===== config.mk =====
export PLATFORM = sky130hd
export DESIGN_NAME = pct_timing_top
export DESIGN_NICKNAME = d
export VERILOG_FILES = /design/src/include/pct_pkg.sv /design/src/pct_timing_top.sv
export SDC_FILE = /design/constraint.sdc
export NUM_CORES = 1
export LEC_CHECK = 0
export BUFFER_PORTS_ARGS = -buffer_cell sky130_fd_sc_hd__buf_2
export CAP_MARGIN = 20
export CORE_ASPECT_RATIO = 1.5
export CORE_MARGIN = 5
export CORE_UTILIZATION = 64
export DETAILED_ROUTE_END_ITERATION = 7
export PLACE_DENSITY_LB_ADDON = 0.08
export SLEW_MARGIN = 20
export SYNTH_ARGS = -nofsm -noshare
export SYNTH_HDL_FRONTEND = slang
export SYNTH_SLANG_ARGS = --single-unit

===== constraint.sdc =====
create_clock -name mclk_i -period 14.8 [get_ports mclk_i]
set_input_delay 1.48 -clock mclk_i [delete_from_list [all_inputs] [get_ports mclk_i]]
set_output_delay 1.48 -clock mclk_i [all_outputs]
set_load 0.02 [all_outputs]

===== src/include/pct_pkg.sv =====
// Purpose: shared constants and types for the panel/crt timing block
// Assumes: byte-wide registers, one aligned bus word each
// Notes: byte address of a register is four times its index
`default_nettype none
package pct_pkg;
  // ****************************************
  // register indices
  // ****************************************
  localparam int PCT_NREG = 14;
  localparam logic [3:0] PCT_IDX_ID = 4'h0;
  localparam logic [3:0] PCT_IDX_PANEL = 4'h2;
  localparam logic [3:0] PCT_IDX_TGL = 4'h3;
  localparam logic [3:0] PCT_IDX_HDW = 4'h4;
  localparam logic [3:0] PCT_IDX_HND = 4'h5;
  localparam logic [3:0] PCT_IDX_HSS = 4'h6;
  localparam logic [3:0] PCT_IDX_HSW = 4'h7;
  localparam logic [3:0] PCT_IDX_VDL = 4'h8;
  localparam logic [3:0] PCT_IDX_VDH = 4'h9;
  localparam logic [3:0] PCT_IDX_VND = 4'ha;
  localparam logic [3:0] PCT_IDX_VSS = 4'hb;
  localparam logic [3:0] PCT_IDX_VSW = 4'hc;
  localparam logic [3:0] PCT_IDX_MODE = 4'hd;
  // ****************************************
  // field positions and values
  // ****************************************
  localparam int PCT_PT_TFT = 0;
  localparam int PCT_PT_DUAL = 1;
  localparam int PCT_PT_COLOR = 2;
  localparam int PCT_PT_FMT2 = 3;
  localparam int PCT_POL_CRT = 7;
  localparam int PCT_POL_PNL = 6;
  localparam int PCT_VND_STAT = 7;
  localparam logic [7:0] PCT_RST_VAL = 8'h00;
  localparam logic [1:0] PCT_REV_CODE = 2'h0; // revision value is arbitrary
  localparam logic [10:0] PCT_UNIT = 11'h008;
  localparam logic [10:0] PCT_ONE = 11'h001;
  localparam logic [10:0] PCT_PLINE_W = 11'h008;
  localparam logic [5:0] PCT_TGL_ONE = 6'h01;

  typedef enum logic [1:0] {
    PCT_NORMAL, PCT_LINE_DBL, PCT_INTERLACE, PCT_EVEN_ONLY
  } pct_vres_e;

  typedef enum {PCT_BUS_IDLE, PCT_BUS_RDWAIT} pct_bus_e;

  typedef struct packed {
    logic line;
    logic frame;
    logic hsync;
    logic vsync;
    logic toggle;
  } pct_sync_s;

  function automatic logic [7:0] pct_wmask(input logic [3:0] idx);
    case (idx)
      PCT_IDX_PANEL: pct_wmask = 8'h0f;
      PCT_IDX_TGL: pct_wmask = 8'h3f;
      PCT_IDX_HDW: pct_wmask = 8'h7f;
      PCT_IDX_HND, PCT_IDX_HSS: pct_wmask = 8'h1f;
      PCT_IDX_HSW: pct_wmask = 8'hcf;
      PCT_IDX_VDL: pct_wmask = 8'hff;
      PCT_IDX_VDH: pct_wmask = 8'h03;
      PCT_IDX_VND, PCT_IDX_VSS: pct_wmask = 8'h3f;
      PCT_IDX_VSW: pct_wmask = 8'hc7;
      PCT_IDX_MODE: pct_wmask = 8'h60;
      default: pct_wmask = 8'h00;
    endcase
  endfunction
endpackage
`default_nettype wire


===== src/pct_timing_top.sv =====
// Purpose: panel/crt timing configuration and sync generation
// Assumes: ahb-lite slave, single word transfers, one clock
// Notes: timing counts run on a pixel enable from a divider
//
// Implementation choice: the AHB-Lite interface to the registers.
`default_nettype none
module pct_timing_top
  import pct_pkg::*;
#(
  parameter int PIX_DIV = 1,
  parameter int HAW = 32,
  parameter logic [5:0] PRODUCT_ID = 6'h2a // value is arbitrary
) (
  input wire logic mclk_i,
  input wire logic rst_i,
  input wire logic hsel_i,
  input wire logic [HAW-1:0] haddr_i,
  input wire logic [1:0] htrans_i,
  input wire logic hwrite_i,
  input wire logic [2:0] hsize_i,
  input wire logic [31:0] hwdata_i,
  input wire logic hready_i,
  output logic hreadyout_o,
  output logic [31:0] hrdata_o,
  output logic hresp_o,
  output pct_sync_s sync_o,
  output logic disp_en_o,
  output logic panel_tft_o,
  output logic panel_color_o,
  output logic panel_dual_o,
  output logic panel_fmt2_o,
  output logic [1:0] vres_mode_o,
  output logic field_odd_o,
  output logic lcd_scan_en_o
);

  // ****************************************
  // register file
  // ****************************************
  logic [7:0] regs_reg [PCT_NREG];
  logic wr_pend_reg;
  logic [3:0] wr_idx_reg;

  for (genvar i = 0; i < PCT_NREG; i++) begin : g_reg
    always_ff @(posedge mclk_i) begin
      if (rst_i) begin
        regs_reg[i] <= PCT_RST_VAL;
      end else if (wr_pend_reg && wr_idx_reg == 4'(i)) begin
        regs_reg[i] <= hwdata_i[7:0] & pct_wmask(4'(i));
      end
    end
  end

  wire logic tft = regs_reg[PCT_IDX_PANEL][PCT_PT_TFT];
  wire logic [5:0] tgl_rate = regs_reg[PCT_IDX_TGL][5:0];
  wire logic [6:0] hdw = regs_reg[PCT_IDX_HDW][6:0];
  wire logic [4:0] hnd = regs_reg[PCT_IDX_HND][4:0];
  wire logic [4:0] hss = regs_reg[PCT_IDX_HSS][4:0];
  wire logic [3:0] hsw = regs_reg[PCT_IDX_HSW][3:0];
  wire logic hpol_crt = regs_reg[PCT_IDX_HSW][PCT_POL_CRT];
  wire logic hpol_pnl = regs_reg[PCT_IDX_HSW][PCT_POL_PNL];
  wire logic [9:0] vdh = {regs_reg[PCT_IDX_VDH][1:0], regs_reg[PCT_IDX_VDL]};
  wire logic [5:0] vnd = regs_reg[PCT_IDX_VND][5:0];
  wire logic [5:0] vss = regs_reg[PCT_IDX_VSS][5:0];
  wire logic [2:0] vsw = regs_reg[PCT_IDX_VSW][2:0];
  wire logic vpol_crt = regs_reg[PCT_IDX_VSW][PCT_POL_CRT];
  wire logic vpol_pnl = regs_reg[PCT_IDX_VSW][PCT_POL_PNL];
  wire logic [1:0] vres = regs_reg[PCT_IDX_MODE][6:5];

  // panel mode bits go straight out; the datapath decodes them
  assign panel_tft_o = tft;
  assign panel_color_o = regs_reg[PCT_IDX_PANEL][PCT_PT_COLOR];
  assign panel_dual_o = regs_reg[PCT_IDX_PANEL][PCT_PT_DUAL];
  assign panel_fmt2_o = regs_reg[PCT_IDX_PANEL][PCT_PT_FMT2];
  assign vres_mode_o = vres;

  // ****************************************
  // derived periods
  // ****************************************
  wire logic [10:0] h_disp = {1'b0, hdw, 3'b000} + PCT_UNIT;
  wire logic [10:0] h_tot = h_disp + {3'b000, hnd, 3'b000} + PCT_UNIT;
  wire logic [10:0] hs_beg = h_disp + {3'b000, hss, 3'b000} + PCT_UNIT;
  wire logic [10:0] hs_end = hs_beg + {4'h0, hsw, 3'b000} + PCT_UNIT;
  wire logic [10:0] v_disp = {1'b0, vdh} + PCT_ONE;
  wire logic [10:0] v_tot = v_disp + {5'h00, vnd} + PCT_ONE;
  wire logic [10:0] vs_beg = v_disp + {5'h00, vss} + PCT_ONE;
  wire logic [10:0] vs_end = vs_beg + {8'h00, vsw} + PCT_ONE;

  // ****************************************
  // pixel enable divider
  // ****************************************
  localparam int DIVW = (PIX_DIV > 1) ? $clog2(PIX_DIV) : 1;
  localparam logic [DIVW-1:0] DIV_LAST = DIVW'(PIX_DIV - 1);
  logic [DIVW-1:0] div_reg;
  logic px_en;

  always_ff @(posedge mclk_i) begin
    if (rst_i || div_reg >= DIV_LAST) begin
      div_reg <= '0;
    end else begin
      div_reg <= div_reg + 1'b1;
    end
  end

  assign px_en = (div_reg >= DIV_LAST);

  // ****************************************
  // line and frame counters
  // ****************************************
  logic [10:0] hcnt_reg;
  logic [10:0] vcnt_reg;
  logic h_last;
  logic v_last;

  // compare with >= so a shrunk period never runs past wrap
  assign h_last = (hcnt_reg >= h_tot - PCT_ONE);
  assign v_last = (vcnt_reg >= v_tot - PCT_ONE);

  always_ff @(posedge mclk_i) begin
    if (rst_i) begin
      hcnt_reg <= '0;
    end else if (px_en) begin
      hcnt_reg <= h_last ? '0 : hcnt_reg + PCT_ONE;
    end
  end

  always_ff @(posedge mclk_i) begin
    if (rst_i) begin
      vcnt_reg <= '0;
    end else if (px_en && h_last) begin
      vcnt_reg <= v_last ? '0 : vcnt_reg + PCT_ONE;
    end
  end

  // ****************************************
  // sync windows
  // ****************************************
  logic v_in_nd;
  logic hs_act;
  logic vs_act;
  logic line_act;
  logic frame_act;
  logic line_evt;
  logic frame_evt;

  assign v_in_nd = (vcnt_reg >= v_disp);
  assign hs_act = (hcnt_reg >= hs_beg) && (hcnt_reg < hs_end);
  assign vs_act = (vcnt_reg >= vs_beg) && (vcnt_reg < vs_end);
  // passive pulses ignore start/width fields
  assign line_act = tft ? hs_act :
                    (hcnt_reg >= h_disp) && (hcnt_reg < h_disp + PCT_PLINE_W);
  assign frame_act = tft ? vs_act : (vcnt_reg == v_disp);
  assign line_evt = px_en && (hcnt_reg == h_disp);
  assign frame_evt = px_en && (hcnt_reg == '0) && (vcnt_reg == v_disp);

  // ****************************************
  // alternating toggle
  // ****************************************
  logic [5:0] tgl_cnt_reg;
  logic tgl_reg;

  always_ff @(posedge mclk_i) begin
    if (rst_i) begin
      tgl_cnt_reg <= '0;
      tgl_reg <= 1'b0;
    end else if (!tft) begin
      if (tgl_rate == '0) begin
        tgl_cnt_reg <= '0;
        if (frame_evt) begin
          tgl_reg <= ~tgl_reg;
        end
      end else if (line_evt) begin
        if (tgl_cnt_reg + PCT_TGL_ONE >= tgl_rate) begin
          tgl_cnt_reg <= '0;
          tgl_reg <= ~tgl_reg;
        end else begin
          tgl_cnt_reg <= tgl_cnt_reg + PCT_TGL_ONE;
        end
      end
    end
  end

  // ****************************************
  // output stage
  // ****************************************
  pct_sync_s sync_reg;
  logic disp_en_reg;

  always_ff @(posedge mclk_i) begin
    if (rst_i) begin
      sync_reg <= '0;
    end else begin
      sync_reg.line <= line_act ^ hpol_pnl ^ tft;
      sync_reg.frame <= frame_act ^ vpol_pnl ^ tft;
      sync_reg.hsync <= ~(hs_act ^ hpol_crt);
      sync_reg.vsync <= ~(vs_act ^ vpol_crt);
      sync_reg.toggle <= tgl_reg;
    end
  end

  always_ff @(posedge mclk_i) begin
    if (rst_i) begin
      disp_en_reg <= 1'b0;
    end else begin
      disp_en_reg <= (hcnt_reg < h_disp) && !v_in_nd;
    end
  end

  assign sync_o = sync_reg;
  assign disp_en_o = disp_en_reg;

  // ****************************************
  // vertical resolution scheme
  // ****************************************
  logic field_odd_reg;
  logic scan_en_reg;

  always_ff @(posedge mclk_i) begin
    if (rst_i || vres != PCT_INTERLACE) begin
      field_odd_reg <= 1'b0;
    end else if (px_en && h_last && v_last) begin
      field_odd_reg <= ~field_odd_reg;
    end
  end

  // line doubling feeds the panel one line per pair
  always_ff @(posedge mclk_i) begin
    if (rst_i) begin
      scan_en_reg <= 1'b1;
    end else begin
      case (pct_vres_e'(vres))
        PCT_NORMAL: scan_en_reg <= 1'b1;
        PCT_INTERLACE: scan_en_reg <= vcnt_reg[0] == field_odd_reg;
        default: scan_en_reg <= !vcnt_reg[0];
      endcase
    end
  end

  assign field_odd_o = field_odd_reg;
  assign lcd_scan_en_o = scan_en_reg;

  // ****************************************
  // ahb-lite slave
  // ****************************************
  pct_bus_e bus_reg;
  logic ap;
  logic mapped;
  logic [3:0] rd_idx_reg;
  logic rd_map_reg;
  logic [7:0] rd_val;
  logic hready_reg;
  logic [31:0] hrdata_reg;
  logic hresp_reg;

  assign ap = hsel_i && htrans_i[1] && hready_i;
  assign mapped = (haddr_i[HAW-1:6] == '0) && (haddr_i[1:0] == 2'b00) &&
                  (haddr_i[5:2] < 4'(PCT_NREG));

  always_comb begin
    case (rd_idx_reg)
      PCT_IDX_ID: rd_val = {PRODUCT_ID, PCT_REV_CODE};
      PCT_IDX_VND: rd_val = regs_reg[PCT_IDX_VND] | {v_in_nd, 7'h00};
      default: rd_val = regs_reg[rd_idx_reg];
    endcase
  end

  always_ff @(posedge mclk_i) begin
    if (rst_i) begin
      wr_pend_reg <= 1'b0;
      wr_idx_reg <= '0;
    end else begin
      wr_pend_reg <= ap && hwrite_i && mapped;
      wr_idx_reg <= haddr_i[5:2];
    end
  end

  // reads take one wait state so hrdata comes from a flop
  always_ff @(posedge mclk_i) begin
    if (rst_i) begin
      bus_reg <= PCT_BUS_IDLE;
      hready_reg <= 1'b1;
      hrdata_reg <= '0;
      rd_idx_reg <= '0;
      rd_map_reg <= 1'b0;
    end else begin
      case (bus_reg)
        PCT_BUS_IDLE: begin
          if (ap && !hwrite_i) begin
            bus_reg <= PCT_BUS_RDWAIT;
            hready_reg <= 1'b0;
            rd_idx_reg <= haddr_i[5:2];
            rd_map_reg <= mapped;
          end
        end
        PCT_BUS_RDWAIT: begin
          hrdata_reg <= rd_map_reg ? {24'h00_0000, rd_val} : '0;
          hready_reg <= 1'b1;
          bus_reg <= PCT_BUS_IDLE;
        end
        default: begin
          bus_reg <= PCT_BUS_IDLE;
          hready_reg <= 1'b1;
        end
      endcase
    end
  end

  always_ff @(posedge mclk_i) begin
    hresp_reg <= 1'b0;
  end

  assign hreadyout_o = hready_reg;
  assign hrdata_o = hrdata_reg;
  assign hresp_o = hresp_reg;
endmodule
`default_nettype wire


==> flow_summary_export.csv <==
group,metric,value,unit
sta,finalSetupTns,0,ns
placed_design,gp_congestion,0.912,
logic_synthesis,yosysUniqueCellTypes,76,
setup_path,critPathRequiredTime,15.10,ns
detailed_routing,vias,7934,
clock_tree,cts-hold-fix-buffers,0,
clock_tree,htreeDepth,4,
sta,setup_viol,0,
layout,design_area,10800,um^2
sta,grt_setup_unrepaired,"no",
floorplan,core,15100,um^2
power_and_ir_drop,power-per-cell-area,90.2,nW/um^2
global_routing,grt_max_degree,62,
sta,fmax,177,MHz
global_routing,grt_overflow,0,
detailed_routing,final_antenna_net_count,0,
clock_tree,post_cts_buffers,0,
clock_tree,numCtsBuffers,17,
placed_design,dp_slack,9.17,ns
layout,postLayoutCoreUtil,71.6,%
clock_tree,clockBufferDepth,2,
sta,finalMaxSlewViolations,0,
layout,drive_above_1_share,12.2,%
setup_path,end_kind,"flop",
sta,finalCritPeriodShare,38.2,%
layout,largest_register_ffs,62,
layout,syn2layout_area_growth,10.2,%
floorplan,die_w,111,um
floorplan,die_h,162,um
setup_path,cp.arrival,5.96,ns
logic_synthesis,synth_edf_count,62,
setup_path,max_stage_delay,0.61,ns
logic_synthesis,ys_ff_latch,123,
placed_design,hpwl,19100,um
floorplan,rows,55,
setup_path,crit_type,"flop to flop",
sta,fin_skew,0.0110,ns
layout,n_antenna_cell,0,
sta,relSlewSlack,23.9,%
setup_path,worstSetupStartpointType,"flop",
setup_path,cp_cell_sequence,"inv_1 > ha_1 > inv_1 > ha_1 > ha_1 > inv_1 > fa_1 > inv_1 > ha_1 > fa_1 > a21o_1 > a21oi_1 > nor3_1 > xor2_1 > ha_1 > a21oi_1 > o21ai_0 > or4_1 > a32oi_1 > mux2_2",
floorplan,dieArea,17900,um^2
logic_synthesis,netlist.area_leader.share,19.0,%
sta,worst_pin_slew,1.13,ns
run_status,outcome,"complete, no violations",
floorplan,initial_core_util,65.0,%
clock_tree,ctsRootBufferMaster,"clkbuf_16",
detailed_routing,drtIter0Drc,495,
detailed_routing,route.detailed.drc,0,
global_routing,grt_use_total,27.7,%
placed_design,dpl_cell_area,10200,um^2
floorplan,io_pins,122,
logic_synthesis,synth_area,9800,um^2
sta,fin_ws,9.15,ns
layout,nets,1330,
logic_synthesis,ys_warn_count,0,
clock_tree,cts_tree,"yes",
global_routing,antenna_found_initial,1,
clock_tree,cts.sinks,123,
power_and_ir_drop,p_leak,4.73,nW
flow_run,maxCapViolations,0,
setup_path,cp_max_fo,9,
logic_synthesis,synth_flop_cell,"edfxtp_1",
logic_synthesis,synth-seq-area-share,31.5,%
layout,fillers,1239,
logic_synthesis,synth.avg_cell_area,9.26,um^2
clock_tree,clkTransAtPathRegs,0.06,ns
clock_tree,clk_latency,0.42,ns
logic_synthesis,synth_top_cell_by_area,"edfxtp_1",
sta,final-hold-violation-count,0,
detailed_routing,totalWireLength,24400,um
placed_design,numPortBuffers,68,
setup_path,critPathMostFrequentCell,"ha_1",
sta,period_minus_slack,5.65,ns
logic_synthesis,async_flop_share,0,%
logic_synthesis,synth.area.top_cells,"edfxtp_1 19%, ha_1 17%, dfxtp_1 12%",
global_routing,grt_pass1_wl,39800,um
clock_tree,post_cts_resized,0,
power_and_ir_drop,ir_drop,72.2,uV
setup_path,crit_path_top_delay_cell,"or4_1",
detailed_routing,wl_per_cell,18.4,um
global_routing,grt_pass1_vias,8028,
worst_hold_path,worstHoldPathType,"flop to flop",
power_and_ir_drop,power,974,uW
logic_synthesis,syn_inst,1058,
detailed_routing,drt-pass1-iter-count,6,
detailed_routing,via_per_inst,5.97,
==> placed cells by master, fill, tap and decap left out, drive strengths merged, types with 8 or more instances in the layout <==
cell and n:
nand3 39, nor3 18, nand2b 8, nand2 39, nor2 73, nor2b 21, buf 71, a22oi 8
xnor2 42, dfxtp 61, nor4 13, clkbuf 20, and2 60, a21o 16, a21oi 63, o32ai 9
nand3b 9, mux2 10, edfxtp 62, nor3b 8, inv 92, or3 12, nand4 13, o21a 17
conb 25, xor2 28, o21ai 55, o211ai 8, and3 17, ha 133
==> power by group <==
group / total (mW) / switching, mW / internal, mW
clock: 0.426 / 0.166 / 0.260
sequential: 0.380 / 0.0132 / 0.367
combinational: 0.167 / 0.0967 / 0.0704
total: 0.974 / 0.276 / 0.697
==> layout make-up <==
| class | count | area (um^2) | area share (%) |
|---|---|---|---|
| clock buffer | 20 | 489 | 4.53 |
| clock inverter | 12 | 123 | 1.14 |
| inverter | 86 | 323 | 2.99 |
| multi-input combinational | 818 | 6160 | 57.1 |
| sequential | 123 | 3080 | 28.6 |
| tap | 199 | 249 | 2.31 |
| timing repair buffer | 71 | 363 | 3.36 |
==> worst paths after layout <==
kind,from,end,slack (ns),depth (start not counted)
max reg2reg,regs_reg[4][0],sync_o[4],9.15,20
max,regs_reg[4][0],sync_o[4],9.15,20
min,hrdata_o[5],hrdata_o[5],0.44,1
min reg2reg,hrdata_o[5],hrdata_o[5],0.44,1
==> cells by family after synthesis <==
kind of cell | after synthesis | share of synthesized area [%]
mux | 22 | 3.14
compound gates | 220 | 14.7
simple gates | 342 | 19.0
fa+ha+maj | 139 | 18.2
flops | 123 | 31.5
buf+inv | 141 | 6.54
xor+xnor | 70 | 6.91
other cells | 1 | 0.0383
==> stage by stage <==
stage	hold slack, ns	std cells
CTS	0.448	1329
global route	0.475	1329
finish	0.444	1329
detailed placement	0.433	1297
global placement	0.433	1297
floorplan	0.458	1082
==> worst max-delay path, delay by kind of cell (launching register included) <==
family	cells	cell delay, ns
fa+ha+maj	7	2.50
buf+inv	4	0.38
xor+xnor	1	0.16
compound gates	5	0.88
flops	1	0.53
simple gates	2	0.70
mux	1	0.36
==> per-layer routing <==
metal	up-vias	part of all wire, %	wire length [um]	GRT usage [%]
met5	-	0.053	13	0
met4	2	5.2	1260	14.6
met3	76	4.6	1130	4.24
met2	234	53	12900	51.2
met1	3737	37	9050	30.4
li1	3885	-	-	-
==> cell usage after synthesis, types with 4 or more instances <==
| cell | count |
|---|---|
| nor3_1 | 17 |
| o211ai_1 | 7 |
| nand3_1 | 38 |
| and2_1 | 60 |
| a211oi_1 | 5 |
| mux4_2 | 6 |
| buf_4 | 26 |
| o21bai_1 | 6 |
| edfxtp_1 | 62 |
| nor2b_1 | 21 |
| o31ai_1 | 6 |
| o32ai_1 | 8 |
| nor3b_1 | 7 |
| mux2i_1 | 6 |
| or3_1 | 12 |
| fa_1 | 6 |
| a22oi_1 | 8 |
| a221oi_1 | 4 |
| nand4_1 | 13 |
| ha_1 | 133 |
| a21oi_1 | 62 |
| or4_1 | 4 |
| o21ai_0 | 52 |
| nand2_1 | 38 |
| nor4_1 | 13 |
| dfxtp_1 | 61 |
| nor2_1 | 72 |
| xor2_1 | 25 |
| clkbuf_1 | 21 |
| o21a_1 | 17 |
| xnor2_1 | 38 |
| nand3b_1 | 9 |
| and3_1 | 17 |
| nand2b_1 | 8 |
| inv_1 | 85 |
| buf_2 | 5 |
| mux2_2 | 9 |
| a21o_1 | 16 |
(Power assumes the default switching activity.)
